===== src/rtl/dg_pkg.sv =====
// shared constants for the link diagnostics block
package dg_pkg;
	// management register offsets
	localparam logic [7:0] SIGCOND_ADDR = 8'h01;
	localparam logic [7:0] PATCTL_ADDR  = 8'hb7;
	localparam logic [7:0] ERRB3_ADDR   = 8'hb8;
	localparam logic [7:0] ERRB2_ADDR   = 8'hb9;
	localparam logic [7:0] ERRB1_ADDR   = 8'hba;
	localparam logic [7:0] ERRB0_ADDR   = 8'hbb;
	// field positions
	localparam int TX_EN_BIT   = 0;
	localparam int RX_EN_BIT   = 1;
	localparam int SYNC_BIT    = 4;
	localparam int CLR_BIT     = 7;
	localparam int HOST_LB_BIT = 1;
	localparam int LINE_LB_BIT = 2;
	// writable bits of the pattern control byte
	localparam logic [7:0] PATCTL_WMASK = 8'h6f;
	// values after reset
	localparam logic [7:0]  SIGCOND_RST = 8'h00;
	localparam logic [7:0]  PATCTL_RST  = 8'h00;
	localparam logic [30:0] PRBS_SEED   = 31'h7fff_ffff;
	// pattern sync hysteresis, in payload words
	localparam logic [3:0] LOCK_RUN = 4'h8;
	localparam logic [3:0] LOSS_RUN = 4'h4;
	// margin indicator
	localparam logic [3:0] MARGIN_MIN = 4'h3;
	localparam logic [3:0] MARGIN_MAX = 4'hc;
	localparam logic [3:0] ALARM_LVL  = 4'h5;
	localparam logic [3:0] MANT_MAX   = 4'h9;
	// averaging window
	localparam int CLK_HZ     = 50_000_000;
	localparam int WINDOW_S   = 25;
	localparam int WINDOW_CYC = CLK_HZ * WINDOW_S;
endpackage : dg_pkg


===== src/rtl/prbs31_lane.sv =====
// prbs-31 lane: W pattern bits per step, free running or fed from data
`timescale 1ns/1ps
`default_nettype none
module prbs31_lane #(
	parameter int W = 8
) (
	// clock and reset
	input  wire logic         mclk_i,
	input  wire logic         rst_n_i,
	input  wire logic         ce_i,
	// stepping
	input  wire logic         adv_i,
	input  wire logic         feed_i,
	input  wire logic [W-1:0] feed_bits_i,
	// pattern
	output logic      [W-1:0] bits_o,
	output logic              zero_o
);
	logic [30:0] st_q;
	logic [30:0] st_d;
	logic [30:0] t;

	// x^31 + x^28 + 1, first bit in msb; feeding lets a checker self-seed
	always_comb begin
		t = st_q;
		for (int k = W - 1; k >= 0; k--) begin
			bits_o[k] = t[30] ^ t[27];
			t = {t[29:0], feed_i ? feed_bits_i[k] : bits_o[k]};
		end
		st_d = adv_i ? t : st_q;
	end

	assign zero_o = st_q == 31'h0000_0000;

	always_ff @(posedge mclk_i or negedge rst_n_i) begin
		if (!rst_n_i) begin
			st_q <= dg_pkg::PRBS_SEED;
		end else if (ce_i) begin
			st_q <= st_d;
		end
	end
endmodule : prbs31_lane
`default_nettype wire


===== src/rtl/stream_fifo.sv =====
// first-in first-out buffer with valid and ready on both sides
`timescale 1ns/1ps
`default_nettype none
module stream_fifo #(
	parameter int W     = 9,
	parameter int DEPTH = 8,
	parameter int AW    = $clog2(DEPTH)
) (
	// clock and reset
	input  wire logic         mclk_i,
	input  wire logic         rst_n_i,
	input  wire logic         ce_i,
	// fill side
	input  wire logic [W-1:0] in_data_i,
	input  wire logic         in_valid_i,
	output logic              in_ready_o,
	// drain side
	output logic      [W-1:0] out_data_o,
	output logic              out_valid_o,
	input  wire logic         out_ready_i
);
	logic [W-1:0] mem_q [DEPTH];
	logic [AW:0]  wp_q;
	logic [AW:0]  wp_d;
	logic [AW:0]  rp_q;
	logic [AW:0]  rp_d;
	logic         full;
	logic         empty;
	logic         push;
	logic         pop;

	// depth must be a power of two: wrap bit tells full from empty
	assign full        = (wp_q[AW] != rp_q[AW]) && (wp_q[AW-1:0] == rp_q[AW-1:0]);
	assign empty       = wp_q == rp_q;
	assign in_ready_o  = ce_i && !full;
	assign out_valid_o = ce_i && !empty;
	assign push        = in_valid_i && in_ready_o;
	assign pop         = out_valid_o && out_ready_i;
	assign out_data_o  = mem_q[rp_q[AW-1:0]];

	always_comb begin
		wp_d = push ? wp_q + 1'b1 : wp_q;
		rp_d = pop ? rp_q + 1'b1 : rp_q;
	end

	always_ff @(posedge mclk_i or negedge rst_n_i) begin
		if (!rst_n_i) begin
			wp_q <= '0;
			rp_q <= '0;
		end else begin
			wp_q <= wp_d;
			rp_q <= rp_d;
		end
	end

	// storage needs no reset; only written words are ever read
	always_ff @(posedge mclk_i) begin
		if (push) begin
			mem_q[wp_q[AW-1:0]] <= in_data_i;
		end
	end
endmodule : stream_fifo
`default_nettype wire


===== src/rtl/otn_link_diag.sv =====
// link diagnostics: pattern test, margin indicator and loopbacks
`timescale 1ns/1ps
`default_nettype none
module otn_link_diag #(
	parameter int W       = 8,
	parameter int DEPTH   = 8,
	parameter int WIN_CYC = dg_pkg::WINDOW_CYC,
	parameter int NBINS   = 5
) (
	// clock, reset, enable
	input  wire logic         mclk_i,
	input  wire logic         rst_n_i,
	input  wire logic         ce_i,
	// management registers
	input  wire logic [7:0]   reg_addr_i,
	input  wire logic [7:0]   reg_wdata_i,
	input  wire logic         reg_wr_i,
	input  wire logic         reg_rd_i,
	output logic      [7:0]   reg_rdata_o,
	output logic              reg_rvalid_o,
	// host transmit stream in
	input  wire logic [W-1:0] htx_data_i,
	input  wire logic         htx_payload_i,
	input  wire logic         htx_valid_i,
	output logic              htx_ready_o,
	// line transmit stream out
	output logic      [W-1:0] ltx_data_o,
	output logic              ltx_payload_o,
	output logic              ltx_valid_o,
	input  wire logic         ltx_ready_i,
	// line receive stream in
	input  wire logic [W-1:0] lrx_raw_i,
	input  wire logic [W-1:0] lrx_corr_i,
	input  wire logic         lrx_payload_i,
	input  wire logic         lrx_valid_i,
	input  wire logic         fec_on_i,
	// host receive stream out
	output logic      [W-1:0] hrx_data_o,
	output logic              hrx_valid_o,
	// fec statistics and margin
	input  wire logic [7:0]   fec_corr_bits_i,
	input  wire logic         link_fail_i,
	output logic      [3:0]   margin_int_o,
	output logic      [3:0]   margin_mant_o,
	output logic              bias_low_alarm_o
);
	typedef enum logic [1:0] {
		S_HUNT = 2'b01,
		S_LOCK = 2'b10
	} sync_t;

	typedef enum logic [2:0] {
		M_IDLE = 3'b001,
		M_EXP  = 3'b010,
		M_MANT = 3'b100
	} mcalc_t;

	localparam logic [63:0] WBITS    = 64'(WIN_CYC) * 64'(W);
	localparam logic [31:0] BIN_LAST = 32'(WIN_CYC / NBINS - 1);

	// register state
	logic [7:0]   sc_q;
	logic [7:0]   sc_d;
	logic [7:0]   pc_q;
	logic [7:0]   pc_d;
	logic [7:0]   rd_q;
	logic [7:0]   rd_d;
	logic         clr_q;
	logic         clr_d;
	logic         rv_q;
	logic         rv_d;
	logic [31:0]  cnt_q;
	logic [31:0]  cnt_d;
	logic [31:0]  snap_q;
	logic [31:0]  snap_d;
	logic         wr_sc;
	logic         wr_pc;
	logic         tx_en;
	logic         rx_en;
	logic         host_lb;
	logic         line_lb;
	// data paths
	logic [W-1:0] gen_bits;
	logic [W-1:0] src_data;
	logic [W-1:0] push_data;
	logic         src_pay;
	logic         src_valid;
	logic         push_ready;
	logic         gen_adv;
	logic [W:0]   fifo_out;
	logic [W-1:0] hrx_q;
	logic [W-1:0] hrx_d;
	logic         hv_q;
	logic         hv_d;
	// checker
	logic [W-1:0] rx_bits;
	logic [W-1:0] exp_bits;
	logic [W-1:0] err_vec;
	logic [7:0]   errs;
	logic [32:0]  sum;
	logic         chk_adv;
	logic         exp_zero;
	sync_t        sy_q;
	sync_t        sy_d;
	logic [3:0]   run_q;
	logic [3:0]   run_d;
	// margin
	logic [31:0]  cyc_q;
	logic [31:0]  cyc_d;
	logic [39:0]  acc_q;
	logic [39:0]  acc_d;
	logic [39:0]  acc_in;
	logic [39:0]  bin_q [NBINS];
	logic [39:0]  bin_d [NBINS];
	logic [39:0]  wsum_q;
	logic [39:0]  wsum_d;
	logic         bin_end;
	mcalc_t       m_q;
	mcalc_t       m_d;
	logic [63:0]  scl_q;
	logic [63:0]  scl_d;
	logic [3:0]   ex_q;
	logic [3:0]   ex_d;
	logic [3:0]   mn_q;
	logic [3:0]   mn_d;
	logic [3:0]   mi_q;
	logic [3:0]   mi_d;
	logic [3:0]   mm_q;
	logic [3:0]   mm_d;
	logic         al_q;
	logic         al_d;

	// register access
	assign wr_sc   = reg_wr_i && reg_addr_i == dg_pkg::SIGCOND_ADDR;
	assign wr_pc   = reg_wr_i && reg_addr_i == dg_pkg::PATCTL_ADDR;
	assign tx_en   = pc_q[dg_pkg::TX_EN_BIT];
	assign rx_en   = pc_q[dg_pkg::RX_EN_BIT];
	assign host_lb = sc_q[dg_pkg::HOST_LB_BIT];
	assign line_lb = sc_q[dg_pkg::LINE_LB_BIT];

	always_comb begin
		sc_d   = wr_sc ? reg_wdata_i : sc_q;
		pc_d   = wr_pc ? (reg_wdata_i & dg_pkg::PATCTL_WMASK) : pc_q;
		clr_d  = wr_pc && reg_wdata_i[dg_pkg::CLR_BIT];
		snap_d = (reg_rd_i && reg_addr_i == dg_pkg::ERRB3_ADDR) ? cnt_q : snap_q;
		rv_d   = reg_rd_i;
		rd_d   = rd_q;
		if (reg_rd_i) begin
			case (reg_addr_i)
				dg_pkg::SIGCOND_ADDR: rd_d = sc_q;
				dg_pkg::PATCTL_ADDR: begin
					rd_d = pc_q;
					rd_d[dg_pkg::CLR_BIT]  = clr_q;
					rd_d[dg_pkg::SYNC_BIT] = sy_q != S_LOCK;
				end
				dg_pkg::ERRB3_ADDR: rd_d = cnt_q[31:24];
				dg_pkg::ERRB2_ADDR: rd_d = snap_q[23:16];
				dg_pkg::ERRB1_ADDR: rd_d = snap_q[15:8];
				dg_pkg::ERRB0_ADDR: rd_d = snap_q[7:0];
				default: rd_d = 8'h00;
			endcase
		end
	end

	// transmit: loopback source, pattern insertion, buffering
	assign src_data    = line_lb ? lrx_raw_i : htx_data_i;
	assign src_pay     = line_lb ? lrx_payload_i : htx_payload_i;
	assign src_valid   = line_lb ? lrx_valid_i : htx_valid_i;
	// host traffic is dropped, not stalled, while the line is looped
	assign htx_ready_o = line_lb || push_ready;
	assign gen_adv     = src_valid && push_ready && src_pay && tx_en && !line_lb;
	assign push_data   = gen_adv ? gen_bits : src_data;

	prbs31_lane #(.W(W)) u_gen (
		.mclk_i      (mclk_i),
		.rst_n_i     (rst_n_i),
		.ce_i        (ce_i),
		.adv_i       (gen_adv),
		.feed_i      (1'b0),
		.feed_bits_i ({W{1'b0}}),
		.bits_o      (gen_bits),
		.zero_o      ()
	);

	stream_fifo #(.W(W + 1), .DEPTH(DEPTH)) u_fifo (
		.mclk_i      (mclk_i),
		.rst_n_i     (rst_n_i),
		.ce_i        (ce_i),
		.in_data_i   ({src_pay, push_data}),
		.in_valid_i  (src_valid),
		.in_ready_o  (push_ready),
		.out_data_o  (fifo_out),
		.out_valid_o (ltx_valid_o),
		.out_ready_i (ltx_ready_i)
	);

	assign ltx_payload_o = fifo_out[W];
	assign ltx_data_o    = fifo_out[W-1:0];

	// receive: host loopback and pattern checker
	assign rx_bits = fec_on_i ? lrx_corr_i : lrx_raw_i;
	assign chk_adv = rx_en && lrx_valid_i && lrx_payload_i;
	assign err_vec = rx_bits ^ exp_bits;

	// hunting feeds received bits in, so lock needs no seed search
	prbs31_lane #(.W(W)) u_chk (
		.mclk_i      (mclk_i),
		.rst_n_i     (rst_n_i),
		.ce_i        (ce_i),
		.adv_i       (chk_adv),
		.feed_i      (sy_q != S_LOCK),
		.feed_bits_i (rx_bits),
		.bits_o      (exp_bits),
		.zero_o      (exp_zero)
	);

	always_comb begin
		hrx_d = host_lb ? htx_data_i : rx_bits;
		hv_d  = host_lb ? htx_valid_i : lrx_valid_i;
		errs  = 8'h00;
		for (int k = 0; k < W; k++) begin
			errs = errs + 8'(err_vec[k]);
		end
		sum   = {1'b0, cnt_q} + 33'(errs);
		cnt_d = cnt_q;
		// a clear keeps the errors of its own cycle
		if (clr_q) begin
			cnt_d = chk_adv ? 32'(errs) : 32'h0000_0000;
		end else if (chk_adv) begin
			cnt_d = sum[32] ? 32'hffff_ffff : sum[31:0];
		end
	end

	// pattern sync: an all-zero stream never counts as locked
	always_comb begin
		sy_d  = sy_q;
		run_d = run_q;
		case (sy_q)
			S_HUNT: begin
				if (!rx_en || (chk_adv && (errs != 8'h00 || exp_zero))) begin
					run_d = 4'h0;
				end else if (chk_adv && run_q == dg_pkg::LOCK_RUN - 4'h1) begin
					sy_d  = S_LOCK;
					run_d = 4'h0;
				end else if (chk_adv) begin
					run_d = run_q + 4'h1;
				end
			end
			S_LOCK: begin
				if (!rx_en || (chk_adv && errs != 8'h00 && run_q == dg_pkg::LOSS_RUN - 4'h1)) begin
					sy_d  = S_HUNT;
					run_d = 4'h0;
				end else if (chk_adv) begin
					run_d = (errs == 8'h00) ? 4'h0 : run_q + 4'h1;
				end
			end
			default: begin
				sy_d  = S_HUNT;
				run_d = 4'h0;
			end
		endcase
	end

	// margin: NBINS sub-windows form a rolling window
	assign bin_end = cyc_q == BIN_LAST;
	assign acc_in  = acc_q + 40'(fec_corr_bits_i);

	always_comb begin
		cyc_d  = bin_end ? 32'h0000_0000 : cyc_q + 32'h0000_0001;
		acc_d  = bin_end ? 40'h0 : acc_in;
		bin_d  = bin_q;
		wsum_d = wsum_q;
		if (bin_end) begin
			for (int k = NBINS - 1; k > 0; k--) begin
				bin_d[k] = bin_q[k-1];
			end
			bin_d[0] = acc_in;
			wsum_d   = wsum_q - bin_q[NBINS-1] + acc_in;
		end
	end

	// rate = errors / window bits, turned into exponent and mantissa
	always_comb begin
		m_d   = m_q;
		scl_d = scl_q;
		ex_d  = ex_q;
		mn_d  = mn_q;
		mi_d  = mi_q;
		mm_d  = mm_q;
		case (m_q)
			M_IDLE: begin
				if (bin_end && wsum_d == 40'h0) begin
					mi_d = dg_pkg::MARGIN_MAX;
					mm_d = 4'h0;
				end else if (bin_end) begin
					scl_d = {24'h0, wsum_d};
					ex_d  = 4'h0;
					m_d   = M_EXP;
				end
			end
			M_EXP: begin
				if (scl_q >= WBITS) begin
					mn_d = 4'h0;
					m_d  = M_MANT;
				end else if (ex_q == dg_pkg::MARGIN_MAX) begin
					mi_d = dg_pkg::MARGIN_MAX;
					mm_d = 4'h0;
					m_d  = M_IDLE;
				end else begin
					scl_d = (scl_q << 3) + (scl_q << 1);
					ex_d  = ex_q + 4'h1;
				end
			end
			M_MANT: begin
				if (scl_q >= WBITS && mn_q != dg_pkg::MANT_MAX) begin
					scl_d = scl_q - WBITS;
					mn_d  = mn_q + 4'h1;
				end else if (ex_q < dg_pkg::MARGIN_MIN) begin
					mi_d = dg_pkg::MARGIN_MIN;
					mm_d = dg_pkg::MANT_MAX;
					m_d  = M_IDLE;
				end else begin
					mi_d = ex_q;
					mm_d = mn_q;
					m_d  = M_IDLE;
				end
			end
			default: m_d = M_IDLE;
		endcase
		if (link_fail_i) begin
			mi_d = dg_pkg::MARGIN_MAX;
			mm_d = 4'h0;
		end
		al_d = mi_d < dg_pkg::ALARM_LVL;
	end

	always_ff @(posedge mclk_i or negedge rst_n_i) begin
		if (!rst_n_i) begin
			sc_q   <= dg_pkg::SIGCOND_RST;
			pc_q   <= dg_pkg::PATCTL_RST;
			rd_q   <= 8'h00;
			clr_q  <= 1'b0;
			rv_q   <= 1'b0;
			cnt_q  <= 32'h0000_0000;
			snap_q <= 32'h0000_0000;
			hrx_q  <= '0;
			hv_q   <= 1'b0;
			sy_q   <= S_HUNT;
			run_q  <= 4'h0;
			cyc_q  <= 32'h0000_0000;
			acc_q  <= 40'h0;
			wsum_q <= 40'h0;
			for (int k = 0; k < NBINS; k++) begin
				bin_q[k] <= 40'h0;
			end
			m_q    <= M_IDLE;
			scl_q  <= 64'h0;
			ex_q   <= 4'h0;
			mn_q   <= 4'h0;
			mi_q   <= dg_pkg::MARGIN_MAX;
			mm_q   <= 4'h0;
			al_q   <= 1'b0;
		end else if (ce_i) begin
			sc_q   <= sc_d;
			pc_q   <= pc_d;
			rd_q   <= rd_d;
			clr_q  <= clr_d;
			rv_q   <= rv_d;
			cnt_q  <= cnt_d;
			snap_q <= snap_d;
			hrx_q  <= hrx_d;
			hv_q   <= hv_d;
			sy_q   <= sy_d;
			run_q  <= run_d;
			cyc_q  <= cyc_d;
			acc_q  <= acc_d;
			wsum_q <= wsum_d;
			bin_q  <= bin_d;
			m_q    <= m_d;
			scl_q  <= scl_d;
			ex_q   <= ex_d;
			mn_q   <= mn_d;
			mi_q   <= mi_d;
			mm_q   <= mm_d;
			al_q   <= al_d;
		end
	end

	assign reg_rdata_o      = rd_q;
	assign reg_rvalid_o     = rv_q;
	assign hrx_data_o       = hrx_q;
	assign hrx_valid_o      = hv_q;
	assign margin_int_o     = mi_q;
	assign margin_mant_o    = mm_q;
	assign bias_low_alarm_o = al_q;
endmodule : otn_link_diag
`default_nettype wire


===== config.mk =====
export PLATFORM = sky130hd
export DESIGN_NAME = otn_link_diag
export DESIGN_NICKNAME = d
export VERILOG_FILES = /design/src/rtl/dg_pkg.sv /design/src/rtl/prbs31_lane.sv /design/src/rtl/stream_fifo.sv /design/src/rtl/otn_link_diag.sv
export SDC_FILE = /design/constraint.sdc
export NUM_CORES = 2
export LEC_CHECK = 0
export BUFFER_PORTS_ARGS = -buffer_cell sky130_fd_sc_hd__buf_2
export CAP_MARGIN = 0
export CORE_ASPECT_RATIO = 1.2
export CORE_MARGIN = 4
export CORE_UTILIZATION = 65
export CTS_CLUSTER_SIZE = 12
export DETAILED_ROUTE_END_ITERATION = 8
export PLACE_DENSITY = 0.82
export SETUP_SLACK_MARGIN = 0.02
export SLEW_MARGIN = 20
export SYNTH_ARGS = -nofsm -noshare
export SYNTH_HDL_FRONTEND = slang
export SYNTH_HIERARCHICAL = 1
export SYNTH_SLANG_ARGS = --single-unit

===== constraint.sdc =====
create_clock -name mclk_i -period 18.6 [get_ports mclk_i]
set_input_delay 0.93 -clock mclk_i [delete_from_list [all_inputs] [get_ports mclk_i]]
set_output_delay 0.93 -clock mclk_i [all_outputs]
set_load 0.03 [all_outputs]

==> impl_metrics.env <==
export IMPL_power_density_nw_per_um2=98.8
export IMPL_synthCells=4073
export IMPL_fin_crit_sh=0.438
export IMPL_cts_tree="yes"
export IMPL_reg2reg_to="scl_q[10]"
export IMPL_whs_ps=369
export IMPL_cp_num_buf_inv=3
export IMPL_layout_commonest_cell="nand2_1"
export IMPL_netlist_area_sq_um=37700
export IMPL_worstMarginPinSlew_ps=1150
export IMPL_switching_power_mw=1.39
export IMPL_fin_area_sq_um=40700
export IMPL_worstSkewPairLatency_ps=610
export IMPL_cts_root_buffer="clkbuf_16"
export IMPL_syn_to_final_growth_pct=8.00
export IMPL_hold_viol_final=0
export IMPL_drt_initial_drc_count=3359
export IMPL_grt_pass1_wl_um=162000
export IMPL_cts_repair_resized=0
export IMPL_diodes=0
export IMPL_finalSetupViolations=0
export IMPL_htreeDepth=3
export IMPL_placed_area_sq_um=38600
export IMPL_grt_pass1_vias=30480
export IMPL_cts_setup_buffers=0
export IMPL_ys_warn_count=6
export IMPL_wirelength_um=101000
export IMPL_grt_max_degree=172
export IMPL_dieWidth_um=228
export IMPL_cts_buffer_depth=3
export IMPL_peakVddDrop_mv=0.0879
export IMPL_cts_buffers=67
export IMPL_die_y_um=272
export IMPL_gr_total_overflow=0
export IMPL_initial_utilization=0.658
export IMPL_start_kind="primary input"
export IMPL_avgSynthCellArea_sq_um=9.26
export IMPL_gp_congestion=1.01
export IMPL_finalWorstSetupSlack_ps=10450
export IMPL_reg2reg_depth=28
export IMPL_r2r_start="acc_q[0]"
export IMPL_layout_drive_gt1_share=0.116
export IMPL_antenna_found_initial=1
export IMPL_slew_headroom=0.224
export IMPL_io_buffers=97
export IMPL_fin_nets=4301
export IMPL_swShare=0.346
export IMPL_dp_hpwl_um=70400
export IMPL_rsz0062_at_grt="no"
export IMPL_via_count=31143
export IMPL_fp_coreArea_sq_um=57300
export IMPL_crit_type="primary input to register"
export IMPL_worstPathRequired_ps=19050
export IMPL_route_detailed_wl_per_inst_um=20.8
export IMPL_min_period_ps=8150
export IMPL_final_max_slew_viol_count=0
export IMPL_status="finished, final reports clean"
export IMPL_crit_top_cell="a21oi_1"
export IMPL_end_kind="register"
export IMPL_grt_use_total=0.320
export IMPL_postLayoutCoreUtil=0.711
export IMPL_fin_tns_setup_ps=0
export IMPL_final_cell_mix="nand2_1 (899), dfrtp_1 (494), o21ai_0 (295)"
export IMPL_ant_nets=0
export IMPL_pre_cts_ws_ps=9730
export IMPL_rows=96
export IMPL_ioPinCount=98
export IMPL_pwr_share_clk=0.321
export IMPL_finClkSkew_ps=40.9
export IMPL_cp_top_family="compound AO/OA/AOI/OAI gates"
export IMPL_p_leak_nw=18.8
export IMPL_nFillCells=4270
export IMPL_drt_first_pass_iters=6
export IMPL_p_int_mw=2.63
export IMPL_cts_sinks=633
export IMPL_cp_max_fo=56
export IMPL_rrSetupSlack_ps=10510
export IMPL_min_path_type="primary input to asynchronous set/reset pin"
export IMPL_drv_cap=0
export IMPL_drc=0
export IMPL_cts_clk_slew_worst_paths_ps=60
export IMPL_fp_dieArea_sq_um=62000
export IMPL_cpMaxStageDelayCell="nor4b_2"
export IMPL_power_frac_seq=0.379
export IMPL_cts_hold_repair_buffers=0
export IMPL_cpPeakStageDelay_ps=1030
export IMPL_vias_per_cell=6.43
export IMPL_worstPathArrival_ps=8610
export IMPL_combPwrFrac=0.299
export IMPL_fmax_mhz=123
==> per-stage QoR <==
stage,std cells,power (mW)
after floorplan,4081,2.39
after global placement,4731,2.70
after detailed placement,4731,2.72
after CTS,4844,4.01
after global routing,4847,4.20
final,4847,4.03
==> how the worst max path moves through the flow <==
stage	depth (start not counted)	start	to	slack (ps)
finish	29	fec_corr_bits_i[0]	scl_q[10]	10450
floorplan	24	fec_corr_bits_i[2]	ex_q[3]	11380
global route	26	fec_corr_bits_i[2]	scl_q[35]	9980
global placement	26	fec_corr_bits_i[0]	scl_q[37]	9680
detailed placement	28	fec_corr_bits_i[0]	scl_q[10]	9730
CTS	28	fec_corr_bits_i[0]	scl_q[10]	10350
==> flip-flops by register name (all words and copies together), names as in the netlist, 6 cells and up <==
register / cells
cnt_q: 32
bin_q: 200
scl_q: 64
u_gen/st_q: 31
u_chk/st_q: 31
cyc_q: 32
reg_rdata_o: 8
pc_q: 6
snap_q: 24
wsum_q: 40
hrx_data_o: 8
acc_q: 40
u_fifo/mem_q: 72
sc_q: 8
==> power groups by stage <==
stage          clock (mW)  sequential (mW)  combinational (mW)
6_report             1.29             1.53                1.21
5_1_grt              1.37             1.53                1.29
4_1_cts              1.31             1.52                1.18
3_5_place_dp            0             1.55                1.17
3_3_place_gp            0             1.54                1.16
2_1_floorplan           0             1.51               0.873
==> layout make-up <==
class,count,area (sq um),share of cell area
inverter,127,477,0.0117
sequential,633,16300,0.400
tap,735,920,0.0226
clock buffer,100,1890,0.0464
timing repair buffer,132,827,0.0203
clock inverter,13,201,0.00495
multi-input combinational,3107,20100,0.494
==> per-layer routing <==
layer | GRT usage | routed length (um)
met1 | 0.432 | 40700
met2 | 0.538 | 49600
met3 | 0.0380 | 6980
met4 | 0.121 | 3650
met5 | 0 | 0
(Power assumes the default switching activity.)
